### config.mk
export PLATFORM = sky130hd
export DESIGN_NAME = acs_ctrl_top
export DESIGN_NICKNAME = d
export VERILOG_FILES = /design/src/common/acs_pkg.sv /design/src/common/acs_sar_if.sv /design/src/design/acs_ctrl_top.sv /design/src/design/acs_sar_core.sv
export VERILOG_INCLUDE_DIRS = /design/src /design/src/common
export SDC_FILE = /design/constraint.sdc
export NUM_CORES = 1
export LEC_CHECK = 0
export ABC_AREA = 0
export CAP_MARGIN = 30
export CORE_ASPECT_RATIO = 1.25
export CORE_UTILIZATION = 33
export DETAILED_ROUTE_END_ITERATION = 16
export DONT_BUFFER_PORTS = 1
export GPL_ROUTABILITY_DRIVEN = 0
export PLACE_DENSITY_LB_ADDON = 0.25
export SYNTH_ARGS = -nofsm -noshare
export SYNTH_HDL_FRONTEND = slang
export SYNTH_HIERARCHICAL = 1
export SYNTH_SLANG_ARGS = --single-unit
### constraint.sdc
create_clock -name i_clk -period 6.8 [get_ports i_clk]
set_clock_uncertainty 0.15 [all_clocks]
set_input_delay 0.68 -clock i_clk [delete_from_list [all_inputs] [get_ports i_clk]]
set_output_delay 0.68 -clock i_clk [all_outputs]
set_load 0.005 [all_outputs]
### src/common/acs_consts.svh
// Purpose: Offsets, field positions, reset values and divider counts of the converter sequencer
// Assumes: 8-bit register port
// Notes: Definitions only
`ifndef ACS_CONSTS_SVH
`define ACS_CONSTS_SVH

// ----------------------------------------
// Register offsets
// ----------------------------------------
`define ACS_ADDR_CTRL_A 8'h1F
`define ACS_ADDR_CTRL_B 8'h9F
`define ACS_ADDR_RES_HI 8'h1E
`define ACS_ADDR_RES_LO 8'h9E
`define ACS_ADDR_IRQ_STAT 8'h20
`define ACS_ADDR_IRQ_MASK 8'h21

// ----------------------------------------
// Field positions
// ----------------------------------------
`define ACS_CLK_SEL_HI 7
`define ACS_CLK_SEL_LO 6
`define ACS_CHAN_HI 5
`define ACS_CHAN_LO 3
`define ACS_GO_BIT 2
`define ACS_POWER_BIT 0
`define ACS_JUSTIFY_BIT 7
`define ACS_CFG_HI 3
`define ACS_CFG_LO 0
`define ACS_DONE_BIT 0

// ----------------------------------------
// Reset values and counts
// ----------------------------------------
`define ACS_CTRL_A_RESET 8'h00
`define ACS_CTRL_B_RESET 8'h00
`define ACS_RESULT_RESET 10'h000
`define ACS_DIV2_TERM 5'h01
`define ACS_DIV8_TERM 5'h07
`define ACS_DIV32_TERM 5'h1F
`define ACS_SAR_START 10'h200
`define ACS_SAR_MSB 4'h9
`define ACS_SAR_BITS 4'hA
`define ACS_SMALL_CHANS 3'h5
`define ACS_VREF_HI_CHAN 3'h3
`define ACS_VREF_LO_CHAN 3'h2

`endif

### src/common/acs_pkg.sv
// Purpose: Types of the converter sequencer
// Assumes: Nothing
// Notes: Gray codes along the conversion path
package acs_pkg;
	typedef enum logic [1:0] {
		ACS_IDLE = 2'b00,
		ACS_CONV = 2'b01,
		ACS_FIN = 2'b11
	} acs_sar_state_e;

	typedef enum logic [1:0] {
		ACS_CLK_DIV2 = 2'b00,
		ACS_CLK_DIV8 = 2'b01,
		ACS_CLK_DIV32 = 2'b10,
		ACS_CLK_RC = 2'b11
	} acs_clk_sel_e;
endpackage

### src/common/acs_sar_if.sv
// Purpose: Link between control logic and the approximation core
// Assumes: Single clock
// Notes: Control side drives the pacing and requests
`timescale 1ns/1ps
interface acs_sar_if;
	logic tad_en;
	logic start;
	logic abort;
	logic cmp;
	logic done;
	logic busy;
	logic [9:0] trial;
	logic [9:0] result;

	modport ctl (output tad_en, output start, output abort, output cmp,
		input done, input busy, input trial, input result);
	modport core (input tad_en, input start, input abort, input cmp,
		output done, output busy, output trial, output result);
endinterface

### src/design/acs_ctrl_top.sv
// Purpose: Control, status and pacing of a ten-bit approximation converter
// Assumes: i_clk is the system oscillator; i_sleep comes from logic on i_clk
// Notes: Register port with read data one cycle after the read strobe
//
// Functional notes
// - Clock field bits 7:6 picks oscillator divide by 2, 8, 32 or RC clock.
// - Channel field bits 5:3 routes input channel N to the converter.
// - Eight channels on large package, five on small; codes 5 to 7 unusable there.
// - Writing go bit 2 while powered starts; it reads one while converting.
// - Hardware clears the go bit when the conversion completes.
// - Bit 0 powers the converter; zero shuts it off.
// - Each conversion yields a ten-bit successive approximation value.
// - Conversion continues in sleep only with the RC conversion clock selected.
// - High and low references selectable from supply, ground or two pins.
// - Four registers: result high, result low, control A at 1Fh, control B.
// - Control B sets each shared pin analog or digital; two may be references.
// - On completion load result, set done flag, clear go, all together.
// - Justify bit: one right-justifies, zero left-justifies, unused bits read zero.
//
// The strobed register port was decided locally.
`timescale 1ns/1ps
`include "acs_consts.svh"
module acs_ctrl_top
	import acs_pkg::*;
(
	// Clock and reset
	input wire logic i_clk,
	input wire logic i_reset_n,
	// Register port
	input wire logic [7:0] i_addr,
	input wire logic [7:0] i_wdata,
	input wire logic i_wr,
	input wire logic i_rd,
	output logic [7:0] o_rdata,
	// Pins and system
	input wire logic i_rc_clk,
	input wire logic i_cmp,
	input wire logic i_large_pkg,
	input wire logic i_sleep,
	// Analog front end
	output logic o_power_on,
	output logic [2:0] o_chan_sel,
	output logic o_chan_valid,
	output logic o_sample_hold,
	output logic [9:0] o_dac_code,
	output logic o_vref_hi_pin,
	output logic o_vref_lo_pin,
	output logic [7:0] o_analog_en,
	// Interrupt
	output logic o_irq
);

	acs_sar_if sar ();

	logic [1:0] rc_sync_r, cmp_sync_r, pkg_sync_r;
	logic rc_prev_r, rc_armed_r;
	logic rc_rise;
	logic [4:0] div_r, div_nxt, div_term;
	logic div_tick;
	logic tad_en;
	acs_clk_sel_e clk_sel_r, clk_sel_nxt;
	logic [2:0] chan_r, chan_nxt;
	logic power_r, power_nxt;
	logic go_r, go_nxt;
	logic justify_r, justify_nxt;
	logic [3:0] cfg_r, cfg_nxt;
	logic [9:0] result_r, result_nxt;
	logic done_flag_r, done_flag_nxt;
	logic mask_r, mask_nxt;
	logic [7:0] rdata_r, rdata_nxt;
	logic wr_a, wr_b, start_req;
	logic [9:0] pin_map;
	logic [7:0] analog_en_r;
	logic vref_hi_r, vref_lo_r, chan_valid_r, chan_valid_nxt;

	// ----------------------------------------
	// Pin synchronisers
	// ----------------------------------------
	always_ff @(posedge i_clk or negedge i_reset_n)
	begin
		if (!i_reset_n)
		begin
			rc_sync_r <= 2'b00;
			cmp_sync_r <= 2'b00;
			pkg_sync_r <= 2'b00;
			rc_prev_r <= 1'b0;
			rc_armed_r <= 1'b0;
		end
		else
		begin
			rc_sync_r <= {rc_sync_r[0], i_rc_clk};
			cmp_sync_r <= {cmp_sync_r[0], i_cmp};
			pkg_sync_r <= {pkg_sync_r[0], i_large_pkg};
			rc_prev_r <= rc_sync_r[1];
			rc_armed_r <= sar.busy && (rc_armed_r || rc_rise);
		end
	end

	assign rc_rise = rc_sync_r[1] && !rc_prev_r;

	// ----------------------------------------
	// Bit period pacing
	// ----------------------------------------
	// RC clock must be below a quarter of i_clk for its edges to survive the crossing
	always_comb
	begin
		case (clk_sel_r)
			ACS_CLK_DIV2: div_term = `ACS_DIV2_TERM;
			ACS_CLK_DIV8: div_term = `ACS_DIV8_TERM;
			ACS_CLK_DIV32: div_term = `ACS_DIV32_TERM;
			default: div_term = `ACS_DIV32_TERM;
		endcase
		div_tick = power_r && (div_r == div_term);
		if (!power_r || div_tick || sar.start)
			div_nxt = 5'h00;
		else
			div_nxt = div_r + 5'h01;
	end

	// Sleep stops oscillator periods; the first RC edge only arms, so the comparator settles first
	assign tad_en = power_r && ((clk_sel_r == ACS_CLK_RC) ? (rc_rise && rc_armed_r) : (div_tick && !i_sleep));

	always_ff @(posedge i_clk or negedge i_reset_n)
	begin
		if (!i_reset_n)
			div_r <= 5'h00;
		else
			div_r <= div_nxt;
	end

	// ----------------------------------------
	// Registers
	// ----------------------------------------
	assign wr_a = i_wr && (i_addr == `ACS_ADDR_CTRL_A);
	assign wr_b = i_wr && (i_addr == `ACS_ADDR_CTRL_B);
	assign start_req = wr_a && i_wdata[`ACS_GO_BIT] && i_wdata[`ACS_POWER_BIT];

	always_comb
	begin
		clk_sel_nxt = clk_sel_r;
		chan_nxt = chan_r;
		power_nxt = power_r;
		go_nxt = go_r;
		justify_nxt = justify_r;
		cfg_nxt = cfg_r;
		result_nxt = result_r;
		done_flag_nxt = done_flag_r;
		mask_nxt = mask_r;
		rdata_nxt = 8'h00;
		if (wr_a)
		begin
			clk_sel_nxt = acs_clk_sel_e'(i_wdata[`ACS_CLK_SEL_HI:`ACS_CLK_SEL_LO]);
			chan_nxt = i_wdata[`ACS_CHAN_HI:`ACS_CHAN_LO];
			power_nxt = i_wdata[`ACS_POWER_BIT];
			go_nxt = start_req;
		end
		if (wr_b)
		begin
			justify_nxt = i_wdata[`ACS_JUSTIFY_BIT];
			cfg_nxt = i_wdata[`ACS_CFG_HI:`ACS_CFG_LO];
		end
		if (i_wr && (i_addr == `ACS_ADDR_IRQ_MASK))
			mask_nxt = i_wdata[`ACS_DONE_BIT];
		if (i_rd)
		begin
			case (i_addr)
				`ACS_ADDR_CTRL_A: rdata_nxt = {clk_sel_r, chan_r, go_r, 1'b0, power_r};
				`ACS_ADDR_CTRL_B: rdata_nxt = {justify_r, 3'b000, cfg_r};
				`ACS_ADDR_RES_HI: rdata_nxt = justify_r ? {6'h00, result_r[9:8]} : result_r[9:2];
				`ACS_ADDR_RES_LO: rdata_nxt = justify_r ? result_r[7:0] : {result_r[1:0], 6'h00};
				`ACS_ADDR_IRQ_STAT: rdata_nxt = {7'h00, done_flag_r};
				`ACS_ADDR_IRQ_MASK: rdata_nxt = {7'h00, mask_r};
				default: rdata_nxt = 8'h00;
			endcase
			if (i_addr == `ACS_ADDR_IRQ_STAT)
				done_flag_nxt = 1'b0;
		end
		// Completion wins over a same-cycle write or status read
		if (sar.done)
		begin
			go_nxt = 1'b0;
			result_nxt = sar.result;
			done_flag_nxt = 1'b1;
		end
	end

	always_ff @(posedge i_clk or negedge i_reset_n)
	begin
		if (!i_reset_n)
		begin
			clk_sel_r <= ACS_CLK_DIV2;
			chan_r <= 3'h0;
			power_r <= 1'b0;
			go_r <= 1'b0;
			justify_r <= 1'b0;
			cfg_r <= 4'h0;
			result_r <= `ACS_RESULT_RESET;
			done_flag_r <= 1'b0;
			mask_r <= 1'b0;
			rdata_r <= 8'h00;
		end
		else
		begin
			clk_sel_r <= clk_sel_nxt;
			chan_r <= chan_nxt;
			power_r <= power_nxt;
			go_r <= go_nxt;
			justify_r <= justify_nxt;
			cfg_r <= cfg_nxt;
			result_r <= result_nxt;
			done_flag_r <= done_flag_nxt;
			mask_r <= mask_nxt;
			rdata_r <= rdata_nxt;
		end
	end

	// ----------------------------------------
	// Core link
	// ----------------------------------------
	assign sar.tad_en = tad_en;
	assign sar.cmp = cmp_sync_r[1];
	// A rewrite of go while busy does not restart the conversion
	assign sar.start = start_req && !go_r;
	// Clearing go or power mid-conversion abandons it with no result
	assign sar.abort = go_r && wr_a && !start_req && !sar.done;

	acs_sar_core u_core (
		.i_clk(i_clk),
		.i_reset_n(i_reset_n),
		.sar(sar)
	);

	// ----------------------------------------
	// Pin configuration
	// ----------------------------------------
	// Returns {high ref on pin, low ref on pin, non-digital pins AN7..AN0}
	function automatic logic [9:0] pin_config(input logic [3:0] cfg);
		logic [9:0] map;
		case (cfg)
			4'h0: map = {2'b00, 8'hFF};
			4'h1: map = {2'b10, 8'hFF};
			4'h2: map = {2'b00, 8'h1F};
			4'h3: map = {2'b10, 8'h1F};
			4'h4: map = {2'b00, 8'h0B};
			4'h5: map = {2'b10, 8'h0B};
			4'h8: map = {2'b11, 8'hFF};
			4'h9: map = {2'b00, 8'h3F};
			4'hA: map = {2'b10, 8'h3F};
			4'hB: map = {2'b11, 8'h3F};
			4'hC: map = {2'b11, 8'h1F};
			4'hD: map = {2'b11, 8'h0F};
			4'hE: map = {2'b00, 8'h01};
			4'hF: map = {2'b11, 8'h0D};
			default: map = {2'b00, 8'h00};
		endcase
		return map;
	endfunction

	assign pin_map = pin_config(cfg_r);

	always_comb
	begin
		chan_valid_nxt = power_r && pin_map[chan_r];
		if (pin_map[9] && chan_r == `ACS_VREF_HI_CHAN)
			chan_valid_nxt = 1'b0;
		if (pin_map[8] && chan_r == `ACS_VREF_LO_CHAN)
			chan_valid_nxt = 1'b0;
		if (!pkg_sync_r[1] && chan_r >= `ACS_SMALL_CHANS)
			chan_valid_nxt = 1'b0;
	end

	// Small package has no upper three pins, so they never go analog
	always_ff @(posedge i_clk or negedge i_reset_n)
	begin
		if (!i_reset_n)
		begin
			analog_en_r <= 8'h00;
			vref_hi_r <= 1'b0;
			vref_lo_r <= 1'b0;
			chan_valid_r <= 1'b0;
		end
		else
		begin
			analog_en_r <= pin_map[7:0] & (pkg_sync_r[1] ? 8'hFF : 8'h1F);
			vref_hi_r <= pin_map[9];
			vref_lo_r <= pin_map[8];
			chan_valid_r <= chan_valid_nxt;
		end
	end

	// ----------------------------------------
	// Outputs
	// ----------------------------------------
	assign o_rdata = rdata_r;
	assign o_power_on = power_r;
	assign o_chan_sel = chan_r;
	assign o_chan_valid = chan_valid_r;
	assign o_sample_hold = sar.busy;
	assign o_dac_code = sar.trial;
	assign o_vref_hi_pin = vref_hi_r;
	assign o_vref_lo_pin = vref_lo_r;
	assign o_analog_en = analog_en_r;
	assign o_irq = done_flag_r && mask_r;

	// ----------------------------------------
	// Checks
	// ----------------------------------------
	a_go_needs_power: assert property (@(posedge i_clk) disable iff (!i_reset_n)
		(wr_a && !i_wdata[`ACS_POWER_BIT]) |=> !go_r && !o_sample_hold)
		else $error("Go set or conversion kept without power");
	a_done_clears_go: assert property (@(posedge i_clk) disable iff (!i_reset_n)
		sar.done |=> !go_r)
		else $error("Go bit still set after completion");
	a_done_loads_all: assert property (@(posedge i_clk) disable iff (!i_reset_n)
		sar.done |=> done_flag_r && (result_r == $past(sar.result)))
		else $error("Result or flag missing after completion");
	a_go_reads_busy: assert property (@(posedge i_clk) disable iff (!i_reset_n)
		(i_rd && i_addr == `ACS_ADDR_CTRL_A) |=> (o_rdata[`ACS_GO_BIT] == $past(go_r)) && !o_rdata[1])
		else $error("Control readback wrong");
	a_start_sets_go: assert property (@(posedge i_clk) disable iff (!i_reset_n)
		(sar.start && !sar.done) |=> go_r && o_sample_hold)
		else $error("Start did not set go and begin");
	a_right_justify: assert property (@(posedge i_clk) disable iff (!i_reset_n)
		(i_rd && i_addr == `ACS_ADDR_RES_HI && justify_r) |=> (o_rdata[7:2] == 6'h00))
		else $error("Right-justified high byte has upper bits set");
	a_left_justify: assert property (@(posedge i_clk) disable iff (!i_reset_n)
		(i_rd && i_addr == `ACS_ADDR_RES_LO && !justify_r) |=> (o_rdata[5:0] == 6'h00))
		else $error("Left-justified low byte has lower bits set");
	a_sleep_gates_osc: assert property (@(posedge i_clk) disable iff (!i_reset_n)
		(i_sleep && clk_sel_r != ACS_CLK_RC) |-> !tad_en)
		else $error("Oscillator pacing ran in sleep");
	a_small_pkg_chan: assert property (@(posedge i_clk) disable iff (!i_reset_n)
		(!pkg_sync_r[1] && $stable(pkg_sync_r[1]) && $past(chan_r) >= `ACS_SMALL_CHANS) |-> !chan_valid_r)
		else $error("Missing channel reported usable");
	a_chan_routes: assert property (@(posedge i_clk) disable iff (!i_reset_n)
		wr_a |=> (o_chan_sel == $past(i_wdata[`ACS_CHAN_HI:`ACS_CHAN_LO])))
		else $error("Channel field not routed");
endmodule // acs_ctrl_top

### src/design/acs_sar_core.sv
// Purpose: Successive approximation of one ten-bit result
// Assumes: Comparator high when input is at or above the trial code
// Notes: One result bit per pacing pulse, most significant first
`timescale 1ns/1ps
`include "acs_consts.svh"
module acs_sar_core
	import acs_pkg::*;
(
	// Clock and reset
	input wire logic i_clk,
	input wire logic i_reset_n,
	// Control link
	acs_sar_if.core sar
);

	acs_sar_state_e state_r, state_nxt;
	logic [9:0] trial_r, trial_nxt;
	logic [9:0] result_r, result_nxt;
	logic [3:0] bit_r, bit_nxt;
	logic [9:0] keep;
	logic [3:0] tad_cnt_r;

	// ----------------------------------------
	// Sequencer
	// ----------------------------------------
	always_comb
	begin
		state_nxt = state_r;
		trial_nxt = trial_r;
		result_nxt = result_r;
		bit_nxt = bit_r;
		keep = trial_r;
		keep[bit_r] = sar.cmp;
		case (state_r)
			ACS_IDLE:
			begin
				if (sar.start)
				begin
					state_nxt = ACS_CONV;
					trial_nxt = `ACS_SAR_START;
					bit_nxt = `ACS_SAR_MSB;
				end
			end
			ACS_CONV:
			begin
				if (sar.abort)
				begin
					state_nxt = ACS_IDLE;
					trial_nxt = 10'h000;
				end
				else if (sar.tad_en)
				begin
					trial_nxt = keep;
					if (bit_r == 4'h0)
					begin
						result_nxt = keep;
						state_nxt = ACS_FIN;
					end
					else
					begin
						trial_nxt[bit_r - 4'h1] = 1'b1;
						bit_nxt = bit_r - 4'h1;
					end
				end
			end
			ACS_FIN:
			begin
				state_nxt = ACS_IDLE;
			end
			default:
			begin
				state_nxt = ACS_IDLE;
			end
		endcase
	end

	always_ff @(posedge i_clk or negedge i_reset_n)
	begin
		if (!i_reset_n)
		begin
			state_r <= ACS_IDLE;
			trial_r <= 10'h000;
			result_r <= `ACS_RESULT_RESET;
			bit_r <= 4'h0;
		end
		else
		begin
			state_r <= state_nxt;
			trial_r <= trial_nxt;
			result_r <= result_nxt;
			bit_r <= bit_nxt;
		end
	end

	// Busy is the low state bit, so the hold line comes straight from a flop
	assign sar.busy = state_r[0];
	assign sar.done = (state_r == ACS_FIN);
	assign sar.trial = trial_r;
	assign sar.result = result_r;

	// ----------------------------------------
	// Checks
	// ----------------------------------------
	always_ff @(posedge i_clk or negedge i_reset_n)
	begin
		if (!i_reset_n)
			tad_cnt_r <= 4'h0;
		else if (state_r == ACS_IDLE)
			tad_cnt_r <= 4'h0;
		else if (state_r == ACS_CONV && sar.tad_en)
			tad_cnt_r <= tad_cnt_r + 4'h1;
	end

	a_msb_first_trial: assert property (@(posedge i_clk) disable iff (!i_reset_n)
		(state_r == ACS_IDLE && sar.start) |=> (trial_r == `ACS_SAR_START) && sar.busy)
		else $error("Conversion did not start at the top bit");
	a_trial_holds_between: assert property (@(posedge i_clk) disable iff (!i_reset_n)
		(state_r == ACS_CONV && !sar.tad_en && !sar.abort) |=> $stable(trial_r))
		else $error("Trial code moved without a pacing pulse");
	a_ten_bit_result: assert property (@(posedge i_clk) disable iff (!i_reset_n)
		sar.done |-> (tad_cnt_r == `ACS_SAR_BITS) ##1 !sar.done)
		else $error("Result finished after the wrong number of bit periods");
endmodule // acs_sar_core

== After elaboration in Yosys (flattened, before gate mapping) ==
Memories as Yosys holds them, arrays and structs flattened.
Cells that the tools add are included.
Word-level totals
  register bits after elaboration: 82
  ROM bits: 160
  input bits: 24
  output and inout bits: 35
  logic and storage cells: 137
  memories: 1
Operators by class
  $add $sub $neg: 2
  order comparisons: 6
  equality and inequality tests: 19
  muxes and demuxes: 38
  bitwise logic cells: 3
  reduce and logical (&&, ||, !) cells: 44
Memory list
  (no name shown): words 16, width 10, rd ports 1, clocked after Yosys merged registers in 0, wr ports 0, RTL line acs_ctrl_top.sv:239  | case (cfg)
Operators by type and width (count)
  8-bit case mux with 6 select lines: 1
  10-bit 2-to-1 mux: 4
  8-bit 2-to-1 mux: 4
  1-bit logical AND: 22
  10-bit case mux with 2 select lines: 1
  8-bit by 5-bit == test with 1-bit output (second input constant): 2
  8-bit by 6-bit == test with 1-bit output (second input constant): 2
  8-bit == test (second input constant): 2
  4-bit 2-to-1 mux: 4
  1-bit 2-to-1 mux: 12
  10-bit bitwise mux: 1
  4-bit by 5-bit less-than comparator with 1-bit output (second input constant): 2
  10-bit OR: 1
  5-bit case mux with 2 select lines: 1
  8-bit bitwise AND: 1
  1-bit demux with 4-bit select: 2
  4-bit by 1-bit >= comparator with 1-bit output (second input constant): 2
  2-bit 2-to-1 mux: 4
  2-bit inequality test (second input constant): 4
  4-bit case mux with 2 select lines: 1
  2-bit nonzero test: 4
  1-bit logical NOT: 7
  3-bit by 2-bit == test with 1-bit output (second input constant): 2
  3-bit AND reduction: 2
  19 further kinds: 24

== Longest topological paths before layout ==
Gate-level depths: netlist of the first run.
  depth after elaboration: 10
  mapped depth: 10

== Hierarchy ==
The synthesis of the first run kept the hierarchy.
By module, submodules not included
  acs_ctrl_top: instances 1, cells each 218, area each 2552.4 µm²
  acs_sar_core: instances 1, cells each 169, area each 1567.8 µm²

== Worst setup path before layout of the first run ==
OpenSTA, ideal clock, no wires.
  path kind: input-to-reg
  from: input port i_addr[5]
  to: register u_core.trial_r[2], in the netlist u_core/sar.trial[2]
  library setup time: 126 ps
  arrival time: 2811 ps
  setup slack: 3713 ps
  stages: 8
  path buffers: 2
  cell sequence: nand4b_2 -> or4_4 -> nor4bb_1 -> and4bb_1 -> buf_6 -> and2_4 -> buf_6 -> a221o_1
On the way
  cells in the longest elaborated chain, start to end: 9
  elaborated cells on any way between the ends: 14
  those cells by class: 3 x eq/ne; 2 x mux; 9 x reduce/logical
RTL lines
  start: declaration: RTL line acs_ctrl_top.sv:30  | input wire logic [7:0] i_addr,
  8-bit by 5-bit == test with 1-bit output (*)
  1-bit logical AND (*): RTL line acs_ctrl_top.sv:134  | assign wr_a = i_wr && (i_addr == `ACS_ADDR_CTRL_A);
  1-bit logical AND (2 in a row): RTL line acs_ctrl_top.sv:136  | assign start_req = wr_a && i_wdata[`ACS_GO_BIT] && i_wdata[`ACS_POWER_BIT];
  1-bit logical NOT: RTL line acs_ctrl_top.sv:225  | assign sar.abort = go_r && wr_a && !start_req && !sar.done;
  1-bit logical AND (*) (2 in a row): RTL line acs_ctrl_top.sv:225
  via sar.abort: RTL line acs_sar_if.sv:8  | logic abort;
  3-bit inequality test (no line) / 10-bit 2-to-1 mux (equally long branches)
  3-bit AND reduction (no line) / 10-bit case mux with 2 select lines (equally long branches)
  end signal: assignment: RTL line acs_sar_core.sv:89  | trial_r <= trial_nxt;
  end: declaration: RTL line acs_sar_core.sv:17  | logic [9:0] trial_r, trial_nxt;
Mark *: on every way through the listed nets, which the timed path passes. The rest lies on a longest branch.
A chain may end at the register's enable or synchronous reset.

== Worst setup path after layout of the first run ==
  from: input port i_addr[5]
  to: register u_core.result_r[0], in the netlist u_core/sar.result[0]
On the way
  cells in the longest elaborated chain, start to end: 9
  elaborated cells on any way between the ends: 10
  those cells by class: 1 x eq/ne; 1 x bitwise; 8 x reduce/logical
RTL lines
  8-bit by 5-bit == test with 1-bit output (*)
  1-bit logical AND (*): RTL line acs_ctrl_top.sv:134
  1-bit logical AND (2 in a row): RTL line acs_ctrl_top.sv:136
  1-bit logical NOT: RTL line acs_ctrl_top.sv:225
  1-bit logical AND (*) (2 in a row): RTL line acs_ctrl_top.sv:225
  via sar.abort: RTL line acs_sar_if.sv:8
  1-bit NOT (no line) (*)
  4-bit AND reduction (no line) (*)
  end signal: assignment: RTL line acs_sar_core.sv:83  | result_r <= `ACS_RESULT_RESET;
  end signal: assignment: RTL line acs_sar_core.sv:90  | result_r <= result_nxt;
  end: declaration: RTL line acs_sar_core.sv:18  | logic [9:0] result_r, result_nxt;
Marks and branches as above.

==> results.ini, run 1 <==
[outcome]
outcome = complete, no violations

[global_route]
grt_pass1_wl_mm = 15.0
met1_usage_pct = 18.2
grt_pass1_vias = 2853
grt_util_met2_pct = 25.0
antenna_found_initial = 0
overflow = 0
grt_max_degree = 82
grt.busiest_layer = met2
track_usage_pct = 15.0
grtUsageMet3_pct = 4.85

[setup_path]
worstSetupPathType = primary input to flip-flop
r2r_end = u_core/sar.result[0]$_DFFE_PN0P_
arrival_ns = 3.19
reg2regPathDepth = 7
path_max_fanout = 19
end_kind = flip-flop
worst_setup_path_start_kind = primary input
cp.required_ns = 6.87
worst-r2r-setup-slack_ns = 3.84
reg2reg_from = clk_sel_r[1]$_DFFE_PN0N_

[clocking]
insertion_delay_ns = 0.33
cts_buffers = 9
cts_tree = done
htree_levels = 3
clkTransAtPathRegs_ns = 0.07
cts_root_buffer = clkbuf_16
cts.sinks = 81
cts_resized = 0
ctsHoldBuffers = 1
post_cts_buffers = 0
cts.path.max_buffers = 2

[worst_hold_path]
min_path_type = primary input to asynchronous set/reset pin

[floorplanning]
die_area_um2 = 12900
rows = 45
io_pins = 59
initial_core_util_pct = 33.9
die_h_um = 127
die_width_um = 102
core_um2 = 12200

[yosys]
synthFlopType = dfrtp_1
synth.top_cell.area_share_pct = 49.2
yosysWarningCount = 6
postSynthCellCount = 387
synth_edf_count = 0
synthesis.area_um2 = 4120
ys_seq_elements = 81
syn-num-nets = 421
ys_seq_area_share_pct = 49.2
syn_area_per_cell_um2 = 10.6
async_reset_ff_share_pct = 100
synth_top_cell_by_area = dfrtp_1
synth.most_common_cell = dfrtp_1
synth_top_cells_by_count = 81 x dfrtp_1, 33 x nand2_1, 26 x nor2_1
ys_top_cells_by_area = dfrtp_1 49%, mux2i_1 3.6%, mux2_2 3.6%, ha_1 3.0%, nand2_1 3.0%
synthDistinctLibCells = 72

[power]
seq_power_share_pct = 48.2
pwr_density_cell_nw_per_um2 = 234
internal_power_w = 0.000822
pwr-share-comb_pct = 4.8
swShare_pct = 22.8
leakagePower_nw = 1.99
p_switching_w = 0.000243
p_clk_share_pct = 47.1
ir_drop_uv = 101

[layout]
layout.nets = 413
areaGrowthSynthToFinish_pct = 10.5
drive_gt1_share_pct = 14.1
antenna_cells = 0
fillerInstances = 1249

[drt]
wl_mm = 9.00
vias_per_cell = 5.24
first_pass_iters = 4
drtIter0Drc = 119
postRouteAntennaNets = 0
wire_per_inst_um = 16.4
vias = 2873
drc = 0

[sta]
slew_violations = 0
period_share_pct = 46.0
finalSetupTns_ns = 0
hold_violations = 0
max_freq_mhz = 320
setup_viol = 0
rsz0062_at_grt = false
max_slew_margin_pct = 48.1
period_minus_slack_ns = 3.13
worst_pin_slew_ns = 0.772
holdWs_ns = 0.0795

[job]
cap_violations = 0

[placement]
io_buffers = 0
place_hpwl_mm = 6.46

metal layers:
layer	share of wire, %	wire length (um)
met4	1.2	107
met2	49	4370
met1	44	3930
met5	0	0
met3	6.6	597
power groups by stage:
stage               Sequential [W]  Combinational, W  Clock, W
floorplan                 0.000513         0.0000406         0
global placement          0.000522         0.0000394         0
detailed placement        0.000522         0.0000402         0
CTS                       0.000513         0.0000520  0.000518
global route              0.000516         0.0000580  0.000542
finish                    0.000513         0.0000508  0.000501
layout make-up:
cell class	count	area [um2]	share of cell area [%]
sequential	81	2030	44.5
tap	164	205	4.51
inverter	13	48.8	1.07
timing repair buffer	1	27.5	0.605
clock inverter	5	62.6	1.37
clock buffer	11	253	5.55
multi-input combinational	273	1930	42.4
cells by family after synthesis:
kind of cell / Yosys count / share of synthesized area [%]
simple gates: 130 / 17.7
compound gates: 91 / 14.8
flops: 81 / 49.2
mux: 39 / 10.7
buf+inv: 33 / 3.98
fa+ha+maj: 10 / 3.04
xor+xnor: 3 / 0.638
sequential cells by signal, indices dropped and copies added (netlist names), 2 cells and up:
name / flops
u_core/sar.result: 10
rc_sync_r: 2
u_core/state_r: 2
cfg_r: 4
result_r: 10
pkg_sync_r: 2
u_core/sar.trial: 10
o_chan_sel: 3
clk_sel_r: 2
div_r: 5
o_rdata: 8
u_core/bit_r: 4
cmp_sync_r: 2
o_analog_en: 7
critical path, cell delays in order:
cell and delay (ns):
nand4b_2 0.23, or4_4 0.56, nor4bb_1 0.66, and4bb_1 0.38, nand3_2 0.31, mux2_2 0.37
stage by stage:
step                      total power [W]  cell area (um2)  setup slack (ns)  instances  util, %
after floorplan                  0.000553             4120              3.71        387        -
after global placement           0.000562             4210              3.44        531     34.6
after detailed placement         0.000563             4210              3.34        531     34.6
after CTS                         0.00108             4550              3.70        548     37.4
after global routing              0.00112             4550              3.51        548     37.4
final                             0.00107             4550              3.67        548     37.4
placed cells by master (no fill, tap or decap), types with 5 or more instances in the layout:
cell type	n
clkbuf_16	9
nor2_1	26
mux2_4	5
ha_1	10
nor2b_1	6
o21a_1	7
mux2_1	6
nor3b_1	5
mux2i_1	15
nand2_1	33
o21ai_0	24
inv_1	13
nand3_1	18
dfrtp_1	81
mux2_2	13
a21oi_1	14
worst max-delay path by stage:
stage | from | end | slack (ns) | depth (start not counted)
after floorplan | i_addr[5] | u_core/sar.trial[2]$_DFFE_PN0P_ | 3.71 | 8
after global placement | i_addr[5] | u_core/sar.result[0]$_DFFE_PN0P_ | 3.44 | 6
after detailed placement | i_addr[5] | u_core/sar.result[0]$_DFFE_PN0P_ | 3.34 | 6
after CTS | i_addr[5] | u_core/sar.result[0]$_DFFE_PN0P_ | 3.70 | 6
after global routing | i_addr[5] | u_core/sar.result[0]$_DFFE_PN0P_ | 3.51 | 6
final | i_addr[5] | u_core/sar.result[0]$_DFFE_PN0P_ | 3.67 | 6
Power figures use the tool's default switching activity.
==> inputs of run 2 (changes only) <==
--- a/config.mk
+++ b/config.mk
@@ -6,7 +6,7 @@
 export SDC_FILE = /design/constraint.sdc
 export NUM_CORES = 1
 export LEC_CHECK = 0
-export ABC_AREA = 0
+export ABC_AREA = 1
 export CAP_MARGIN = 30
 export CORE_ASPECT_RATIO = 1.25
 export CORE_UTILIZATION = 33
==> constraint.sdc (replaced) <==
create_clock -name i_clk -period 2.5 [get_ports i_clk]
set_clock_uncertainty 0.15 [all_clocks]
set_input_delay 0.25 -clock i_clk [delete_from_list [all_inputs] [get_ports i_clk]]
set_output_delay 0.25 -clock i_clk [all_outputs]
set_load 0.005 [all_outputs]
==> run 2 against run 1 <==
Compared with the run above: sequential cell count unchanged; cell count increased by 26%; clock power increased to 2.9 times the previous value; sequential share of layout area decreased by 1.8 points; worst hold slack got worse by 0.055 ns; largest power group unchanged.
==> results.ini, run 2 <==
[outcome]
outcome = complete, no violations

[yosys]
ys_top_cells_by_area = dfrtp_1 50%, nand2_1 14%, inv_1 5.9%, o21ai_0 4.9%, nand3_1 3.3%
synth.most_common_cell = nand2_1
synth_top_cell_by_area = dfrtp_1
ys_seq_elements = 81  ; unchanged
syn-num-nets = 532  ; +26%
yosysWarningCount = 6  ; unchanged
postSynthCellCount = 498  ; +29%
synthDistinctLibCells = 34  ; -53%
ys_seq_area_share_pct = 49.8  ; +0.60 points
syn_area_per_cell_um2 = 8.17  ; -23%
synth_edf_count = 0  ; unchanged
synth.top_cell.area_share_pct = 49.8  ; +0.60 points
synth_top_cells_by_count = 148 x nand2_1, 81 x dfrtp_1, 64 x inv_1
synthFlopType = dfrtp_1
async_reset_ff_share_pct = 100  ; unchanged
synthesis.area_um2 = 4070  ; -1.2%

[sta]
finalSetupTns_ns = 0  ; unchanged
period_share_pct = 85.4
slew_violations = 0  ; unchanged
period_minus_slack_ns = 2.14
rsz0062_at_grt = false
hold_violations = 0  ; unchanged
fin_ws_ns = 0.365  ; -3.31 ns
max_freq_mhz = 468
setup_viol = 0  ; unchanged
max_slew_margin_pct = 74.0  ; +26 points
worst_pin_slew_ns = 0.386  ; -0.386 ns

[placement]
io_buffers = 0  ; unchanged
place_hpwl_mm = 6.88  ; +6.6%
dp_slack_ns = 0.165  ; -3.18 ns
place_area_um2 = 4230  ; +0.45%

[floorplanning]
die_h_um = 126  ; -0.60%
io_pins = 59  ; unchanged
rows = 45  ; unchanged
die_width_um = 101  ; -0.60%
initial_core_util_pct = 33.6  ; -0.26 points
die_area_um2 = 12800  ; -1.2%
core_um2 = 12100  ; -0.46%

[power]
finalPower_w = 0.00421  ; +300%
leakagePower_nw = 2.33  ; +17%
pwr_density_cell_nw_per_um2 = 886  ; +280%
ir_drop_uv = 453  ; +350%

[layout]
fin_util_pct = 39.2  ; +1.8 points
fillerInstances = 1230  ; -1.5%
layout.nets = 554  ; +34%
drive_gt1_share_pct = 10.9  ; -3.2 points
areaGrowthSynthToFinish_pct = 16.7
antenna_cells = 0  ; unchanged
most-common-layout-cells = 148 x nand2_1, 81 x dfrtp_1, 64 x inv_1
mostFrequentLayoutCell = nand2_1
final_cell_area_um2 = 4750  ; +4.3%
regArea_um2 = 2030  ; unchanged
multi_input_area_um2 = 1730  ; -11%

[setup_path]
path_max_fanout = 16  ; -3
worst_setup_path_start_kind = flip-flop
end_kind = flip-flop
crit_path_cell_trace = nor2_1 -> nand2_1 -> o21ai_0 -> nand3_1 -> nor3_1 -> o21a_1 -> inv_1 -> nor2_8 -> nand2_4 -> clkinv_2 -> nor2_1 -> a21oi_2
path_common_cell = nor2_1
crit_slowest_cell = dfrtp_1
cp.required_ns = 2.62  ; -4.25 ns
path_buf_inv = 2  ; +2
arrival_ns = 2.25  ; -0.94 ns
max_stage_delay_ns = 0.44  ; -0.22 ns
worstSetupPathType = flip-flop to flip-flop
cp_top_family = simple AND/OR/NAND/NOR gates

[clocking]
post_cts_buffers = 0  ; unchanged
cts_buffers = 9  ; unchanged
htree_levels = 3  ; unchanged
cts_root_buffer = clkbuf_16
cts.sinks = 81  ; unchanged
insertion_delay_ns = 0.34  ; about the same
clkTransAtPathRegs_ns = 0.06  ; about the same
cts.path.max_buffers = 2  ; unchanged
cts_tree = done

[global_route]
grt_pass1_vias = 3158  ; +11%
grt_pass1_wl_mm = 15.6  ; +4.0%
track_usage_pct = 15.8  ; +0.78 points
antenna_found_initial = 0  ; unchanged
grt_max_degree = 82  ; unchanged
overflow = 0  ; unchanged

[drt]
drc = 0  ; unchanged
wire_per_inst_um = 13.6  ; -17%
vias_per_cell = 4.71  ; -10%
vias = 3248  ; +13%
first_pass_iters = 5  ; +1
wl_mm = 9.40  ; +4.4%
drtIter0Drc = 171  ; +44%
postRouteAntennaNets = 0  ; unchanged

[worst_hold_path]
min_path_type = primary input to flip-flop

[job]
cap_violations = 0  ; unchanged

-- run 2: layout make-up --
cell class                      count  area share [%]
Timing Repair Buffer               18            4.11
Tap cell                          164            4.32
Clock buffer                        9            4.74
Multi-Input combinational cell    339            36.4
Inverter                           71            5.64
Sequential cell                    81            42.7
Clock inverter                      7            2.13
-- run 2: kinds of logic after synthesis --
kind of cell               Yosys count  synth area share (%)
AOI/OAI and AO/OA                   84                  11.2
xor gates and xnor gates             1                 0.215
adders and majority gates           10                  3.07
buffers and inverters               78                  7.90
DFF                                 81                  49.8
and+or+nand+nor                    244                  27.8
-- run 2: path summary, 6_finish.rpt --
| check | from | endpoint | slack, ns | cells past startpoint |
|---|---|---|---|---|
| min in group asynchronous | i_reset_n | o_vref_hi_pin$_DFF_PN0_ | 0.31 | 2 |
| min | i_addr[4] | mask_r$_DFFE_PN0P_ | 0.02 | 4 |
| min reg2reg | rc_sync_r[0]$_DFF_PN0_ | rc_sync_r[1]$_DFF_PN0_ | 0.20 | 0 |
| max in group asynchronous | i_reset_n | u_core/sar.trial[8]$_DFFE_PN0P_ | 1.56 | 2 |
| max reg2reg | clk_sel_r[1]$_DFFE_PN0N_ | u_core/sar.result[0]$_DFFE_PN0P_ | 0.36 | 12 |
| max | clk_sel_r[1]$_DFFE_PN0N_ | u_core/sar.result[0]$_DFFE_PN0P_ | 0.36 | 12 |
-- run 2: repair_timing --
action	4_1_cts	5_1_grt
hold endpoints to repair	100	0
resized for setup	0	1
hold buffers	17	0
endpoints found under the setup margin	0	3
-- run 2: per-stage QoR --
stage	instances	hold slack (ns)
after floorplan	498	-0.196
after global placement	656	-0.194
after detailed placement	656	-0.194
after CTS	689	0.0125
after global routing	689	0.0442
final	689	0.0242
-- run 2: tightest hold or removal path: stages --
cell     delay [ns]
nor3_2         0.04
nand4_1        0.08
nand2_1        0.04
o21ai_0        0.06
-- run 2: layer usage --
layer  routed length [um]  share of wire [%]  up-vias  GRT usage [%]
li1                     -                  -     1633              -
met1                 4260                 45     1512           19.3
met2                 4540                 48       98           26.5
met3                  531                5.6        5           4.33
met4                   73               0.78        0           5.12
met5                    0                  0        -              0
-- run 2: where the power goes --
part	switching, W	leakage, nW	internal [W]
logic	0.000676	1.17	0.000343
clock network	0.000553	0.153	0.000885
registers	0.000231	1.01	0.00152
total	0.00146	2.33	0.00275
==> inputs of run 3 (changes only) <==
--- a/config.mk
+++ b/config.mk
@@ -16,5 +16,4 @@
 export PLACE_DENSITY_LB_ADDON = 0.25
 export SYNTH_ARGS = -nofsm -noshare
 export SYNTH_HDL_FRONTEND = slang
-export SYNTH_HIERARCHICAL = 1
 export SYNTH_SLANG_ARGS = --single-unit
==> run 3 against run 2 <==
Compared with the run above: cell count increased by 2.5%; via count increased by 5.5%; die area increased by 2.4%; fmax increased by 0.92%; worst setup slack improved by 0.019 ns; routed wire length increased by 5.1%; register-to-register slack improved by 0.02 ns; synthesized cell count increased by 3.8%; utilization increased by 0.089 points; sequential cell count unchanged; largest power group unchanged; critical path depth decreased by 3.
==> results.ini, run 3 <==
[global_route]
antenna_found_initial = 0  ; unchanged
grt_pass1_wl_mm = 16.4  ; +5.5%
grt_max_degree = 82  ; unchanged
track_usage_pct = 16.4  ; +0.66 points
overflow = 0  ; unchanged
grt_pass1_vias = 3402  ; +7.7%

[layout]
areaGrowthSynthToFinish_pct = 15.2
drive_gt1_share_pct = 9.04  ; -1.8 points
fillerInstances = 1284  ; +4.4%
mostFrequentLayoutCell = nand2_1
antenna_cells = 0  ; unchanged
layout.nets = 572  ; +3.2%
most-common-layout-cells = 154 x nand2_1, 81 x dfrtp_1, 62 x inv_1

[setup_path]
crit_slowest_cell = dfrtp_1
reg2regPathDepth = 9  ; -3
reg2reg_from = u_core.state_r[0]$_DFFE_PN0P_
cp.required_ns = 2.63  ; about the same
worst-r2r-setup-slack_ns = 0.38  ; +0.02 ns
arrival_ns = 2.25  ; about the same
crit_path_cell_trace = nand2_2 -> inv_2 -> nor2_2 -> o211ai_4 -> nand2_4 -> nand2_1 -> nand2_4 -> nand3_1 -> nand2_1
end_kind = flip-flop
max_stage_delay_ns = 0.47  ; +0.03 ns
r2r_end = u_core.sar.trial[7]$_DFFE_PN0P_
worstSetupPathType = flip-flop to flip-flop
path_max_fanout = 14  ; -2
worst_setup_path_start_kind = flip-flop

[sta]
period_share_pct = 84.6  ; -0.78 points
worst_pin_slew_ns = 0.596  ; +0.210 ns
period_minus_slack_ns = 2.12  ; -0.0194 ns
hold_violations = 0  ; unchanged
rsz0062_at_grt = false
max_slew_margin_pct = 59.8  ; -14 points
setup_viol = 0  ; unchanged
max_freq_mhz = 473  ; +0.92%
slew_violations = 0  ; unchanged
holdWs_ns = 0.0363  ; +0.0121 ns
finalSetupTns_ns = 0  ; unchanged

[yosys]
synth_edf_count = 0  ; unchanged
synthDistinctLibCells = 41  ; +21%
syn_area_per_cell_um2 = 8.07  ; -1.3%
synth_top_cells_by_count = 154 x nand2_1, 81 x dfrtp_1, 62 x inv_1
ys_seq_elements = 81  ; unchanged
synth_top_cell_by_area = dfrtp_1
yosysWarningCount = 0  ; -6
ys_top_cells_by_area = dfrtp_1 49%, nand2_1 14%, inv_1 5.6%, o21ai_0 4.3%, nor2_1 4.1%
ys_seq_area_share_pct = 48.6  ; -1.2 points
syn-num-nets = 551  ; +3.6%
synthesis.area_um2 = 4170  ; +2.5%
synth.top_cell.area_share_pct = 48.6  ; -1.2 points
synthFlopType = dfrtp_1
async_reset_ff_share_pct = 100  ; unchanged
synth.most_common_cell = nand2_1
postSynthCellCount = 517  ; +3.8%

[power]
ir_drop_uv = 514  ; +14%
p_switching_w = 0.00188  ; +29%
swShare_pct = 39.3  ; +4.6 points
leakagePower_nw = 2.39  ; +2.5%
seq_power_share_pct = 39.6  ; -2.0 points
pwr-share-comb_pct = 32.8  ; +8.6 points
p_clk_share_pct = 27.6  ; -6.6 points
internal_power_w = 0.00290  ; +5.5%
pwr_density_cell_nw_per_um2 = 994  ; +12%

[clocking]
cts_root_buffer = clkbuf_16
post_cts_buffers = 0  ; unchanged
clkTransAtPathRegs_ns = 0.06  ; about the same
cts_tree = done
htree_levels = 3  ; unchanged
cts.sinks = 81  ; unchanged
cts.path.max_buffers = 2  ; unchanged
ctsHoldBuffers = 17  ; unchanged
cts_resized = 0  ; unchanged
insertion_delay_ns = 0.34  ; about the same
cts_buffers = 9  ; unchanged

[job]
cap_violations = 0  ; unchanged

[floorplanning]
initial_core_util_pct = 34.1  ; +0.51 points
io_pins = 59  ; unchanged
die_width_um = 103  ; +1.2%
rows = 45  ; unchanged
die_area_um2 = 13100  ; +2.4%
die_h_um = 128  ; +1.2%
core_um2 = 12200  ; +0.93%

[placement]
io_buffers = 0  ; unchanged
place_hpwl_mm = 7.21  ; +4.8%

[outcome]
outcome = complete, no violations

[drt]
postRouteAntennaNets = 0  ; unchanged
drtIter0Drc = 148  ; -13%
vias_per_cell = 4.85  ; +3.0%
wire_per_inst_um = 14.0  ; +2.6%
vias = 3427  ; +5.5%
wl_mm = 9.88  ; +5.1%
first_pass_iters = 5  ; unchanged
drc = 0  ; unchanged

[worst_hold_path]
min_from = i_wr
min_path_type = primary input to flip-flop
holdPathEnd = go_r$_DFFE_PN0P_
min_path_cells = 2  ; -2

run 3: how the worst max path moves through the flow:
stage	start	end	slack (ns)	depth (start not counted)
2_1_floorplan	u_core.bit_r[0]$_DFFE_PN0P_	u_core.sar.trial[0]$_DFFE_PN0P_	0.82	11
3_3_place_gp	u_core.state_r[0]$_DFFE_PN0P_	u_core.sar.trial[7]$_DFFE_PN0P_	0.38	9
3_5_place_dp	u_core.state_r[0]$_DFFE_PN0P_	u_core.sar.trial[7]$_DFFE_PN0P_	0.34	9
4_1_cts	u_core.state_r[0]$_DFFE_PN0P_	u_core.sar.trial[7]$_DFFE_PN0P_	0.34	9
5_1_grt	u_core.state_r[0]$_DFFE_PN0P_	u_core.sar.trial[6]$_DFFE_PN0P_	0.21	8
6_report	u_core.state_r[0]$_DFFE_PN0P_	u_core.sar.trial[7]$_DFFE_PN0P_	0.38	9
run 3: routing by layer:
layer	global-route usage (%)	up-vias	wire length [um]
met5	0	-	0
met4	8.40	0	275
met3	3.16	19	491
met2	27.8	97	4940
met1	19.5	1610	4170
li1	-	1701	-
run 3: area by class of cell:
cell class / count / area (um2) / area share (%)
flip-flops and latches: 81 / 2030 / 42.2
multi-input cells: 362 / 1840 / 38.3
inverters: 67 / 251 / 5.24
clock buffers: 9 / 225 / 4.69
well taps: 164 / 205 / 4.27
repair buffers: 17 / 188 / 3.91
clock inverters: 6 / 68.8 / 1.43
run 3: cells by family after synthesis:
| logic type | count (synthesis) | synth area share, % |
|---|---|---|
| simple gates | 267 | 28.7 |
| compound gates | 84 | 12.2 |
| flops | 81 | 48.6 |
| buf+inv | 74 | 7.32 |
| fa+ha+maj | 10 | 3.00 |
| xor+xnor | 1 | 0.210 |
run 3: power by group through the flow:
stage,logic (W),clock network (W),registers (W)
final,0.00157,0.00132,0.00189
after global routing,0.00180,0.00140,0.00193
after CTS,0.00159,0.00134,0.00189
after detailed placement,0.00152,0,0.00191
after global placement,0.00150,0,0.00190
after floorplan,0.00125,0,0.00182
run 3: metrics by stage:
step / worst slack [ns] / area [um2] / instances / power, W / util, %
2_1_floorplan: 0.822 / 4170 / 517 / 0.00307 / -
3_3_place_gp: 0.383 / 4320 / 674 / 0.00340 / 35.4
3_5_place_dp: 0.343 / 4320 / 674 / 0.00343 / 35.4
4_1_cts: 0.338 / 4800 / 706 / 0.00482 / 39.3
5_1_grt: 0.206 / 4800 / 706 / 0.00514 / 39.3
6_report: 0.384 / 4800 / 706 / 0.00478 / 39.3
run 3: critical path: cells and delay by family (launching register included):
kind                   cells  cell delay [ns]
AO/OA/AOI/OAI              1             0.19
AND/OR/NAND/NOR            7             1.08
flip-flops                 1             0.47
buffers and inverters      1             0.16
